[config.mk]
export PLATFORM = sky130hd
export DESIGN_NAME = rsp_reset_ctrl
export DESIGN_NICKNAME = d
export VERILOG_FILES = /design/src/core/rsp_pkg.sv /design/src/core/rsp_reset_ctrl.sv
export VERILOG_INCLUDE_DIRS = /design/src /design/src/core
export SDC_FILE = /design/constraint.sdc
export NUM_CORES = 1
export LEC_CHECK = 0
export BUFFER_PORTS_ARGS = -buffer_cell sky130_fd_sc_hd__buf_2
export CAP_MARGIN = 25
export CORE_UTILIZATION = 56
export CTS_CLUSTER_DIAMETER = 100
export DETAILED_ROUTE_END_ITERATION = 10
export PLACE_DENSITY = 0.85
export REMOVE_ABC_BUFFERS = 1
export SLEW_MARGIN = 20
export SYNTH_ARGS = -nofsm -noshare
export SYNTH_HDL_FRONTEND = slang
export SYNTH_SLANG_ARGS = --single-unit
[constraint.sdc]
create_clock -name i_clock -period 6.17 [get_ports i_clock]
set_clock_uncertainty 0.05 [all_clocks]
set_input_delay 0.617 -clock i_clock [delete_from_list [all_inputs] [get_ports i_clock]]
set_output_delay 0.617 -clock i_clock [all_outputs]
set_load 0.005 [all_outputs]
[src/core/rsp_consts.svh]
// Constants of the reset source and sleep power controller.
// Assumes a 20 MHz system clock and an Avalon-MM slave with byte addresses.
`ifndef RSP_CONSTS_SVH
`define RSP_CONSTS_SVH

// Clock rate and start-up time-out figures
`define RSP_CLK_MHZ        20
`define RSP_TOUT_MIN_CYC   6
`define RSP_TOUT_SHORT_US  100
`define RSP_TOUT_SHORT_CYC (`RSP_TOUT_SHORT_US * `RSP_CLK_MHZ)
`define RSP_TOUT_LONG_US   4000
`define RSP_CNT_W          17

// Register byte offsets
`define RSP_ADDR_W         4
`define RSP_REG_CAUSE      4'h0
`define RSP_REG_STATUS     4'h4
`define RSP_REG_POWER      4'h8

// Reset-cause register fields
`define RSP_CAUSE_RESET    8'h01
`define RSP_BIT_POWER_ON   0
`define RSP_BIT_EXT        1
`define RSP_BIT_DROOP      2
`define RSP_BIT_WDOG       3
`define RSP_BIT_SCAN       4
`define RSP_BIT_SCAN_DIS   7

// Source synchroniser lanes
`define RSP_SYNC_W         6
`define RSP_LANE_POR       0
`define RSP_LANE_EXT       1
`define RSP_LANE_DROOP     2
`define RSP_LANE_SCAN      3
`define RSP_LANE_SHIFT     4
`define RSP_LANE_TDO       5

`endif

[src/core/rsp_pkg.sv]
// Types of the reset source and sleep power controller.
// Assumes nothing beyond the constants header.
package rsp_pkg;

  // Controller states
  typedef enum logic [1:0] {
    RSP_RUN   = 2'h0,
    RSP_HOLD  = 2'h1,
    RSP_WDOG  = 2'h2,
    RSP_COUNT = 2'h3
  } rsp_state_t;

  // Sleep modes as driven by the core
  typedef enum logic [2:0] {
    RSP_SLP_IDLE  = 3'h0,
    RSP_SLP_ADCNR = 3'h1,
    RSP_SLP_PDOWN = 3'h2,
    RSP_SLP_PSAVE = 3'h3,
    RSP_SLP_STBY  = 3'h6,
    RSP_SLP_XSTBY = 3'h7
  } rsp_sleep_mode_t;

  // Fuses, one means programmed
  typedef struct packed {
    logic [3:0] clock_select_fuses;
    logic       brownout_enable_fuse;
    logic       brownout_level_fuse;
    logic       debug_enable_fuse;
    logic       scan_port_enable_fuse;
  } rsp_fuses_t;

  // Analog and clock power controls
  typedef struct packed {
    logic droop_power;
    logic droop_level_high;
    logic wdog_run;
    logic adc_power;
    logic adc_extended_next;
    logic comp_power;
    logic vref_enable;
    logic main_osc_run;
  } rsp_power_t;

endpackage : rsp_pkg

[src/core/rsp_reset_ctrl.sv]
// Reset source combiner, start-up delay counter and sleep power gating.
// Assumes watchdog and core inputs on i_clock; pin, detector and scan inputs asynchronous.
//
// What this block does
// - Internal reset reloads I/O registers; release pulses a reset-vector fetch.
// - Any pin or detector reset sets port reset at once, no clock needed.
// - After all sources drop, a fuse-selected delay count stretches internal reset.
// - Exactly five causes: supply rise, pin, watchdog, supply droop, scan port.
// - Pin low long enough resets without clock; short pulses may be missed.
// - Pin release starts the delay count; processor freed after the time-out.
// - Watchdog reset only when watchdog enabled and its time-out expires.
// - Watchdog time-out gives a one-cycle reset pulse; count starts after it.
// - Scan-chain reset bit at one holds the processor in reset.
// - Supply low asserts reset immediately; recovery starts the delay count.
// - Enabled droop detector trip resets at once; recovery waits the time-out.
// - Level fuse picks low or high droop level; enable fuse gates the detector.
// - Fuse-enabled droop detector stays powered in every sleep mode.
// - Enabled watchdog keeps running in every sleep mode.
// - ADC power follows its enable in sleep; off-on makes next conversion extended.
// - Comparator off in sleep except idle and noise reduction; its reference stays.
// - Voltage reference on only while droop detector, comparator or ADC needs it.
// - Input buffers off when I/O and ADC clocks stop, except wake-up pins.
// - Debug fuse with the scan port enabled keeps main oscillator running in power-down and power-save.
// - Disable bit or unprogrammed enable fuse turns the scan port off.
// - Enabled scan port leaves TDO undriven unless the TAP is shifting.
// - Each cause sets its flag; supply rise or zero-write clears; power flag only zero-write.
`timescale 1ns/10ps
`default_nettype none
`include "rsp_consts.svh"

module rsp_reset_ctrl #(
  parameter int unsigned P_TOUT_LONG_CYC = `RSP_TOUT_LONG_US * `RSP_CLK_MHZ
) (
  input  wire logic                       i_clock,
  input  wire logic                       i_rst,
  input  wire logic                       i_clk_en,
  input  wire rsp_pkg::rsp_fuses_t        i_fuses,
  input  wire logic                       i_supply_low,
  input  wire logic                       i_ext_reset_n,
  input  wire logic                       i_droop_trip,
  input  wire logic                       i_wdog_enable,
  input  wire logic                       i_wdog_timeout,
  input  wire logic                       i_scan_reset_bit,
  input  wire logic                       i_tap_shifting,
  input  wire logic                       i_tap_tdo,
  input  wire logic                       i_sleep,
  input  wire rsp_pkg::rsp_sleep_mode_t   i_sleep_mode,
  input  wire logic                       i_adc_enable,
  input  wire logic                       i_adc_conv_start,
  input  wire logic                       i_comp_enable,
  input  wire logic                       i_comp_uses_ref,
  input  wire logic [7:0]                 i_wake_pins,
  input  wire logic [`RSP_ADDR_W-1:0]     i_avs_address,
  input  wire logic                       i_avs_read,
  input  wire logic                       i_avs_write,
  input  wire logic [31:0]                i_avs_writedata,
  input  wire logic [3:0]                 i_avs_byteenable,
  output logic [31:0]                     o_avs_readdata,
  output logic                            o_avs_waitrequest,
  output logic                            o_port_reset,
  output logic                            o_core_reset,
  output logic                            o_vector_fetch,
  output logic                            o_scan_enable,
  output logic                            o_tdo,
  output logic                            o_tdo_oe,
  output logic [7:0]                      o_input_buf_en,
  output rsp_pkg::rsp_power_t             o_power
);

  // Clocked state of the controller, all but the port reset flop
  typedef struct packed {
    logic [`RSP_SYNC_W-1:0] sync0;
    logic [`RSP_SYNC_W-1:0] sync1;
    rsp_pkg::rsp_state_t    state;
    logic [`RSP_CNT_W-1:0]  cnt;
    logic                   core_reset;
    logic                   vector_fetch;
    logic [7:0]             cause;
    logic                   adc_prev;
    logic                   waitreq;
    logic [31:0]            rdata;
    logic                   scan_enable;
    logic                   tdo;
    logic                   tdo_oe;
    logic [7:0]             buf_en;
    rsp_pkg::rsp_power_t    power;
  } rsp_regs_t;

  rsp_regs_t             r;
  rsp_regs_t             next_r;
  logic                  async_src;
  logic                  next_port_reset;
  logic                  any_src;
  logic                  wdog_evt;
  logic                  clocks_stopped;
  logic [`RSP_CNT_W-1:0] limit;
  logic                  bus_take;

  // Asynchronous reset sources that act without a clock
  assign async_src = i_rst | i_supply_low | ~i_ext_reset_n |
                     (i_fuses.brownout_enable_fuse & i_droop_trip);

  // Synchronised sources, four of the five causes, watchdog apart
  assign any_src  = r.sync1[`RSP_LANE_POR] | r.sync1[`RSP_LANE_EXT] |
                    r.sync1[`RSP_LANE_DROOP] | r.sync1[`RSP_LANE_SCAN];
  assign wdog_evt = i_wdog_timeout & i_wdog_enable;

  // Time-out length chosen by the fuses
  always_comb begin
    case (i_fuses.clock_select_fuses[1:0])
      2'h0:    limit = `RSP_CNT_W'(`RSP_TOUT_MIN_CYC);
      2'h1:    limit = `RSP_CNT_W'(`RSP_TOUT_SHORT_CYC);
      default: limit = `RSP_CNT_W'(P_TOUT_LONG_CYC);
    endcase
  end

  // I/O and ADC clocks both stop in every mode but idle and noise reduction
  assign clocks_stopped = i_sleep && (i_sleep_mode != rsp_pkg::RSP_SLP_IDLE) &&
                          (i_sleep_mode != rsp_pkg::RSP_SLP_ADCNR);

  assign bus_take = (i_avs_read | i_avs_write) & ~r.waitreq;

  // Next-state logic
  always_comb begin
    next_r = r;
    // Two-stage synchronisers
    next_r.sync0[`RSP_LANE_POR]   = i_supply_low;
    next_r.sync0[`RSP_LANE_EXT]   = ~i_ext_reset_n;
    next_r.sync0[`RSP_LANE_DROOP] = i_droop_trip & i_fuses.brownout_enable_fuse;
    next_r.sync0[`RSP_LANE_SCAN]  = i_scan_reset_bit & r.scan_enable;
    next_r.sync0[`RSP_LANE_SHIFT] = i_tap_shifting;
    next_r.sync0[`RSP_LANE_TDO]   = i_tap_tdo;
    next_r.sync1 = r.sync0;

    // Reset sequencer
    next_r.vector_fetch = 1'b0;
    if (any_src) begin
      next_r.state = rsp_pkg::RSP_HOLD;
      next_r.cnt   = '0;
    end else begin
      case (r.state)
        rsp_pkg::RSP_HOLD: begin
          next_r.state = rsp_pkg::RSP_COUNT;
          next_r.cnt   = '0;
        end
        rsp_pkg::RSP_WDOG: begin
          next_r.state = rsp_pkg::RSP_COUNT;
          next_r.cnt   = '0;
        end
        rsp_pkg::RSP_COUNT: begin
          if (r.cnt >= limit - `RSP_CNT_W'(1)) begin
            next_r.state        = rsp_pkg::RSP_RUN;
            next_r.vector_fetch = 1'b1;
          end else begin
            next_r.cnt = r.cnt + `RSP_CNT_W'(1);
          end
        end
        rsp_pkg::RSP_RUN: begin
          if (wdog_evt) begin
            next_r.state = rsp_pkg::RSP_WDOG;
          end
        end
        default: begin
          next_r.state = rsp_pkg::RSP_HOLD;
        end
      endcase
    end
    next_r.core_reset = (next_r.state != rsp_pkg::RSP_RUN);

    // Software writes: zero clears a flag, one leaves it
    if (bus_take && i_avs_write && i_avs_byteenable[0] &&
        i_avs_address == `RSP_REG_CAUSE) begin
      next_r.cause[4:0] = r.cause[4:0] & i_avs_writedata[4:0];
      next_r.cause[`RSP_BIT_SCAN_DIS] = i_avs_writedata[`RSP_BIT_SCAN_DIS];
    end
    // Hardware sets win over the clear
    if (r.sync1[`RSP_LANE_POR]) begin
      next_r.cause = `RSP_CAUSE_RESET;
    end else begin
      if (r.sync1[`RSP_LANE_EXT])   next_r.cause[`RSP_BIT_EXT]   = 1'b1;
      if (r.sync1[`RSP_LANE_DROOP]) next_r.cause[`RSP_BIT_DROOP] = 1'b1;
      if (r.sync1[`RSP_LANE_SCAN])  next_r.cause[`RSP_BIT_SCAN]  = 1'b1;
      if (r.state == rsp_pkg::RSP_RUN && wdog_evt) begin
        next_r.cause[`RSP_BIT_WDOG] = 1'b1;
      end
    end

    // Bus slave: one wait cycle, then the answer
    next_r.waitreq = 1'b1;
    if ((i_avs_read | i_avs_write) && r.waitreq) begin
      next_r.waitreq = 1'b0;
      case (i_avs_address)
        `RSP_REG_CAUSE:  next_r.rdata = {24'h00_0000, r.cause};
        `RSP_REG_STATUS: next_r.rdata = {8'h00, r.cnt, r.scan_enable, r.adc_prev,
                                         r.vector_fetch, r.state, r.core_reset,
                                         o_port_reset};
        `RSP_REG_POWER:  next_r.rdata = {16'h0000, r.buf_en, r.power};
        default:         next_r.rdata = 32'h0000_0000;
      endcase
    end

    // Scan port and TDO drive
    next_r.scan_enable = i_fuses.scan_port_enable_fuse &
                         ~next_r.cause[`RSP_BIT_SCAN_DIS];
    next_r.tdo_oe = r.scan_enable & r.sync1[`RSP_LANE_SHIFT];
    next_r.tdo    = r.sync1[`RSP_LANE_TDO];

    // Sleep power gating
    next_r.power.droop_power      = i_fuses.brownout_enable_fuse;
    next_r.power.droop_level_high = i_fuses.brownout_level_fuse;
    next_r.power.wdog_run         = i_wdog_enable;
    next_r.power.adc_power        = i_adc_enable;
    next_r.adc_prev               = i_adc_enable;
    if (i_adc_enable && !r.adc_prev) begin
      next_r.power.adc_extended_next = 1'b1;
    end else if (i_adc_conv_start) begin
      next_r.power.adc_extended_next = 1'b0;
    end
    next_r.power.comp_power  = i_comp_enable & ~clocks_stopped;
    next_r.power.vref_enable = i_fuses.brownout_enable_fuse | i_adc_enable |
                               (i_comp_enable & i_comp_uses_ref);
    next_r.buf_en = clocks_stopped ? i_wake_pins : 8'hFF;
    next_r.power.main_osc_run = !i_sleep ||
      !(i_sleep_mode == rsp_pkg::RSP_SLP_PDOWN || i_sleep_mode == rsp_pkg::RSP_SLP_PSAVE) ||
      (i_fuses.debug_enable_fuse & r.scan_enable);
  end

  // Register the state, frozen while the clock enable is low
  always_ff @(posedge i_clock or posedge i_rst) begin
    if (i_rst) begin
      r              <= '0;
      r.state        <= rsp_pkg::RSP_HOLD;
      r.core_reset   <= 1'b1;
      r.cause        <= `RSP_CAUSE_RESET;
      r.waitreq      <= 1'b1;
      r.buf_en       <= 8'hFF;
      r.power.main_osc_run <= 1'b1;
    end else if (i_clk_en) begin
      r <= next_r;
    end
  end

  // Port reset flop: set at once by the asynchronous sources
  assign next_port_reset = next_r.core_reset;
  always_ff @(posedge i_clock or posedge async_src) begin
    if (async_src) begin
      o_port_reset <= 1'b1;
    end else if (i_clk_en) begin
      o_port_reset <= next_port_reset;
    end
  end

  // Outputs straight from the state
  assign o_avs_readdata    = r.rdata;
  assign o_avs_waitrequest = r.waitreq;
  assign o_core_reset      = r.core_reset;
  assign o_vector_fetch    = r.vector_fetch;
  assign o_scan_enable     = r.scan_enable;
  assign o_tdo             = r.tdo;
  assign o_tdo_oe          = r.tdo_oe;
  assign o_input_buf_en    = r.buf_en;
  assign o_power           = r.power;
endmodule : rsp_reset_ctrl

`default_nettype wire

* Word-level counts from Yosys, hierarchy flattened *
Cells that the tools add are included.

cells by class
  $add $sub $neg = 2
  $mul = 0
  divide/modulo/power cells = 0
  magnitude comparators = 1
  equality and inequality tests = 10
  shifts and indexed selects = 0
  mux-type cells = 24
  bitwise gates (word level) = 23
  reduce and logical (&&, ||, !) cells = 35

operator list
  cell                     number
  $pmux W24 S3             1
  $pmux W17 S2             2
  $mux W33                 1
  $mux W19                 1
  $reduce_bool A3 Y1       6
  $add A17 B1 Y17 const B  1
  $ge A17 B17 Y1           1
  $mux W17                 1
  $sub A17 B1 Y17 const B  1
  $reduce_and A2 Y1        7
  $mux W1                  11
  $and A1 B1 Y1            9
  $or A1 B1 Y1             9
  $logic_and A1 B1 Y1      8
  $mux W8                  1
  $eq A3 B2 Y1 const B     2
  $pmux W2 S3              1
  $reduce_bool A2 Y1       3
  $and A5 B5 Y5            1
  $mux W5                  1
  $eq A2 B1 Y1 const B     2
  $eq A2 B2 Y1 const B     2
  $eq A4 B3 Y1 const B     1
  $eq A4 B4 Y1 const B     1
  12 further kinds         21

storage, ports and cells
  register bits after elaboration = 92
  latch bits = 0
  bits in writable memories = 0
  ROM bits = 0
  input port bits = 77
  output and inout port bits = 55
  word-level logic and storage cells = 122
  memories = 0

* Depth between registers and ports, before layout *
  word-level depth = 9
  mapped depth = 11
  depth with buffers taken out = 9

* Least setup slack after synthesis *
OpenSTA, ideal clock, no wires.

  path type = input-to-reg
  start = in i_fuses[5] (netlist name)
  end = reg r[75] (netlist name)
  setup time = 0.082 ns
  arrival = 2.554 ns
  required time = 6.038 ns
  path slack = 3.484 ns
  stages on the path = 11
  path buffers = 2
  path through = inv_1 -> nand2_1 -> ha_1 -> and4_1 -> o311a_1 -> o21ai_0 -> or2_2 -> a31o_1 -> buf_6 -> buf_8 -> a31oi_1

on the way
  cells in the longest elaborated chain, start to end = 6
  elaborated cells on any way between the ends = 7
  those cells by class = add/sub: 1; order compare: 1; eq/ne: 2; mux: 1; reduce/logical: 2

RTL lines
  what                                              RTL line               text
  start, declared                                   rsp_reset_ctrl.sv:37   input wire rsp_pkg::rsp_fuses_t i_fuses,
  $eq A2 B1 Y1 or $logic_not A2 Y1 (tied branches)  rsp_reset_ctrl.sv:110  case (i_fuses.clock_select_fuses[1:0])
  $pmux W17 S2 (*)                                  rsp_reset_ctrl.sv:110
  $sub A17 B1 Y17 (*)                               rsp_reset_ctrl.sv:151  if (r.cnt >= limit - `RSP_CNT_W'(1)) begin
  $ge A17 B17 Y1 (*)                                rsp_reset_ctrl.sv:151
  $ne A3 B3 Y1 (no source line) (*)                 --
  $reduce_and A3 Y1 (no source line) (*)            --
  end signal, assigned                              rsp_reset_ctrl.sv:239  r <= next_r;
  end, declared                                     rsp_reset_ctrl.sv:89   rsp_regs_t r;

Mark *: on every way between the ends. The rest lies on a longest branch, timed or not.
A chain may end at the register's enable or synchronous reset.

* Worst setup path after layout *
Same ends and word-level chain as after synthesis.

==> summary.md <==
| Metric | Value |
|---|---|
| Fin Hold WS | 0.402 ns |
| Max VDD drop | ~0.00018 V |
| Via count of the first global-routing pass | between 3000 and 4000 |
| Outcome | completed |
| Slowest-stage cell, CP | a31o_1 |
| Worst path max stage delay | ~0.58 ns |
| CP Buf/Inv Count | 2 |
| Async SR Flop Fraction | 1.00 |
| IO buf count | 91 |
| Critical Path Source | i_fuses[5] |
| Critical path required time | ~6.3 ns |
| Total GRT Usage | 0.252 |
| Reg2reg start | r[75] |
| Chip Width | 92.6 microns |
| Crit start category | input pin |
| Max-capacitance violation count | 0 |
| RSZ-0062 raised after global routing | false |
| Compound-Gate Fraction of Synth Area | 0.207 |
| Switching share of power | 0.275 |
| Post-synthesis sequential area ratio | 0.462 |
| Initial Utilization | 0.585 |
| DP Cell Count | about 600 |
| Total power | between 1 and 1.5 mW |
| WL per Instance | 16.3 microns |
| Longest Clk Path Bufs | 2 |
| Unique masters post-synth | 55 |
| Synth Register Bits | 84 |
| Initial antenna violation count | 0 |
| Number of flops mapped to enable cells by yosys | 0 |
| Synthesis Warnings | 0 |
| Clk sinks | 84 |
| RR Endpoint | r[75] |
| Xor/xnor share of the synthesized area | 0.00191 |
| Post-CTS Resized | 0 |
| Setup crit end kind | flop |
| Syn_area_per_cell | 9.94 sq um |
| CTS tree | done |
| Die Y | ~90 microns |
| Largest net degree at the start of global routing | 84 |
| Gpl congestion | 0.852 |
| Post-route ant nets | 0 |
| Tightest Hold Check Type | input pin to async pin |
| Register-to-register path setup slack | between 3 and 4 ns |
| Simple-gate share of the synthesized area | 0.113 |
| Internal power consumption | just under 900 uW |
| Number of diodes | 0 |
| Cell chain of the critical path | buf_2, inv_1, nand2_1, ha_1, a21oi_1, o21ai_0, a221oi_1, and3_4, a31o_1, a31oi_1 |
| Final hold violation count | 0 |
| H-tree levels | 3 |
| Leak | around 2.3 nW |
| Core ar. | 7850 sq um |
| DRC viols | 0 |
| DRT Wirelength | ~10000 microns |
| # Post-CTS Setup Buffers | 0 |
| Net switching power | 329 uW |
| Slew Limit Fails | 0 |
| Post-Synthesis Cell Area | approximately 4600 sq um |
| Hold Buf Count CTS | 0 |
| Final period util | 0.489 |
| Root Driver | clkbuf_8 |
| Synth Flop Type | dfrtp_1 |
| Rel. slew slack | 0.522 |
| Total negative slack | 0 ns |
| Skew-Pair Late Insertion Delay | about 0.36 ns |
| I/O pins | between 100 and 150 |
| Drt via density | between 5 and 6 |
| Worst Max-Slew Pin Slew | approximately 0.7 ns |
| Setup violations, final | 0 |
| Worst r2r path cells | 7 |
| WP data arrival | 3.17 ns |
| Global-route wire length before repair | 16700 microns |
| Fmax | 332 MHz |
| Post-synthesis mux area share | 0.0583 |
| Worst Setup Path Type | input pin to flop |
| Final nets | 601 |
| 1st-pass router iterations | 5 |
| Post-synthesis adder-cell area fraction | 0.0436 |
| Row cnt | 32 |
| Worst Path Max Fanout | 17 |
| Clk network pwr share | 0.336 |
| Overflow after GRT | 0 |
| Final min period | 3.01 ns |
| Combinational share of power | 0.141 |
| Top delay family on crit path | compound AO/OA/AOI/OAI gates |
| P&R area growth vs syn | 8.75% |
| Post-Layout Cell Count | around 600 |
| Largest family of logic cells by synthesized area | compound AO/OA/AOI/OAI gates |
| Seq pwr share | 0.523 |
| CTS Buf Count | 9 |
| Fraction of layout cells with a size suffix above 1 | 0.304 |
| PD cells | 239 nW/um^2 |
| Die Area | 8570 sq um |
| Routed vias | 3667 |
| Initial DRC count | 187 |
| Cells after synthesis | ~460 |
| CTS clk-pin slew, worst paths | ~0.080 ns |
| Post-DP HPWL | 7240 microns |
[through the flow]
stage,util,area [sq um],setup WS [ns]
3_3_place_gp,0.610,4780,2.88
2_1_floorplan,-,4160,3.38
5_1_grt,0.636,4990,2.95
6_report,0.636,4990,3.16
4_1_cts,0.635,4980,3.17
3_5_place_dp,0.610,4780,2.77
[tightest hold or removal path, cell delays in order]
cell and delay [ns]:
buf_2 0.11, clkinv_2 0.04, buf_6 0.55
[sequential cells by signal (all words and copies together), names as in the netlist]
name	count
r	30
o_avs_readdata	24
o_tdo	1
o_core_reset	1
o_input_buf_en	8
o_scan_enable	1
o_tdo_oe	1
o_port_reset	1
o_power	8
o_vector_fetch	1
o_avs_waitrequest	1
next_r	7
[synthesized netlist by cell type, drive strengths merged (2+ instances only)]
| master | instances | area (sq um) |
|---|---|---|
| a2111oi | 2 | 36.3 |
| a211oi | 4 | 30.0 |
| a21boi | 2 | 15.0 |
| a21oi | 18 | 90.1 |
| a22o | 12 | 105 |
| a22oi | 16 | 120 |
| a311oi | 2 | 17.5 |
| a31oi | 15 | 93.8 |
| a41oi | 2 | 17.5 |
| and2 | 2 | 12.5 |
| and3 | 4 | 30.0 |
| and4 | 2 | 17.5 |
| buf | 51 | 390 |
| clkbuf | 18 | 67.6 |
| conb | 2 | 7.51 |
| dfrtp | 70 | 1750 |
| dfstp | 14 | 368 |
| ha | 16 | 200 |
| inv | 17 | 63.8 |
| mux2 | 22 | 248 |
| mux2i | 2 | 20.0 |
| nand2 | 52 | 195 |
| nand2b | 2 | 12.5 |
| nand3 | 10 | 50.1 |
| nand4 | 3 | 18.8 |
| nor2 | 19 | 71.3 |
| nor2b | 2 | 12.5 |
| nor3 | 7 | 35.0 |
| nor4 | 2 | 12.5 |
| o211ai | 4 | 35.0 |
| o21a | 5 | 37.5 |
| o21ai | 36 | 180 |
| o221ai | 2 | 17.5 |
| o22a | 8 | 70.1 |
| o22ai | 3 | 18.8 |
| or2 | 2 | 12.5 |
[routing by layer]
layer | global-route usage | wire length (microns)
met1 | 0.314 | 4190
met3 | 0.0534 | 612
met5 | 0 | 0
met4 | 0.121 | 297
met2 | 0.416 | 4910
[cell type report]
cell class	count	area [sq um]
Clock inverter	5	58.8
Tap cell	102	128
Clock buffer	11	141
Inverter	17	65.1
Multi-Input combinational cell	300	1990
Sequential cell	84	2120
Timing Repair Buffer	96	494
Fill cell	665	2850
[cell families after synthesis]
logic type	Yosys count
fa+ha+maj	16
mux	24
xor+xnor	1
simple gates	111
flops	84
compound gates	138
buf+inv	86
other cells	2
[power groups by stage]
stage | combinational, mW | sequential, mW | clock (mW)
2_1_floorplan | 0.0942 | 0.628 | 0
3_3_place_gp | 0.159 | 0.632 | 0
3_5_place_dp | 0.168 | 0.634 | 0
4_1_cts | 0.169 | 0.624 | 0.406
5_1_grt | 0.189 | 0.630 | 0.428
6_report | 0.168 | 0.624 | 0.402
[cells in the final DEF (no fill, tap or decap), types with 2 or more instances in the layout]
cell type and instances:
conb_1 10, a22o_1 12, mux2i_1 2, a22oi_1 16, or2_2 2, nor2b_1 2
mux2_2 22, o211ai_1 3, buf_4 3, clkinvlp_4 2, and2_1 2, clkbuf_8 10
ha_1 16, o221ai_1 2, nand2b_1 2, o22a_1 8, a211oi_1 4, nor3_1 7
o22ai_1 3, a311oi_1 2, o21ai_0 35, buf_2 92, nand2_1 52, inv_1 16
clkinv_2 2, o21a_1 5, dfstp_2 14, and4_1 2, dfrtp_1 70, nor2_1 19
a21oi_1 18, and3_1 3, a21boi_0 2, nand3_1 10, nand4_1 3, a31oi_1 15
nor4_1 2, a41oi_1 2
[worst max path at each step]
stage	slack [ns]	to	cells after the start
final	3.16	r[75]	10
after global routing	2.95	r[73]	10
after CTS	3.17	r[64]	10
after detailed placement	2.77	r[66]	10
after global placement	2.88	r[64]	10
after floorplan	3.38	o_avs_readdata[16]	3
Power figures use the tool's default switching activity.
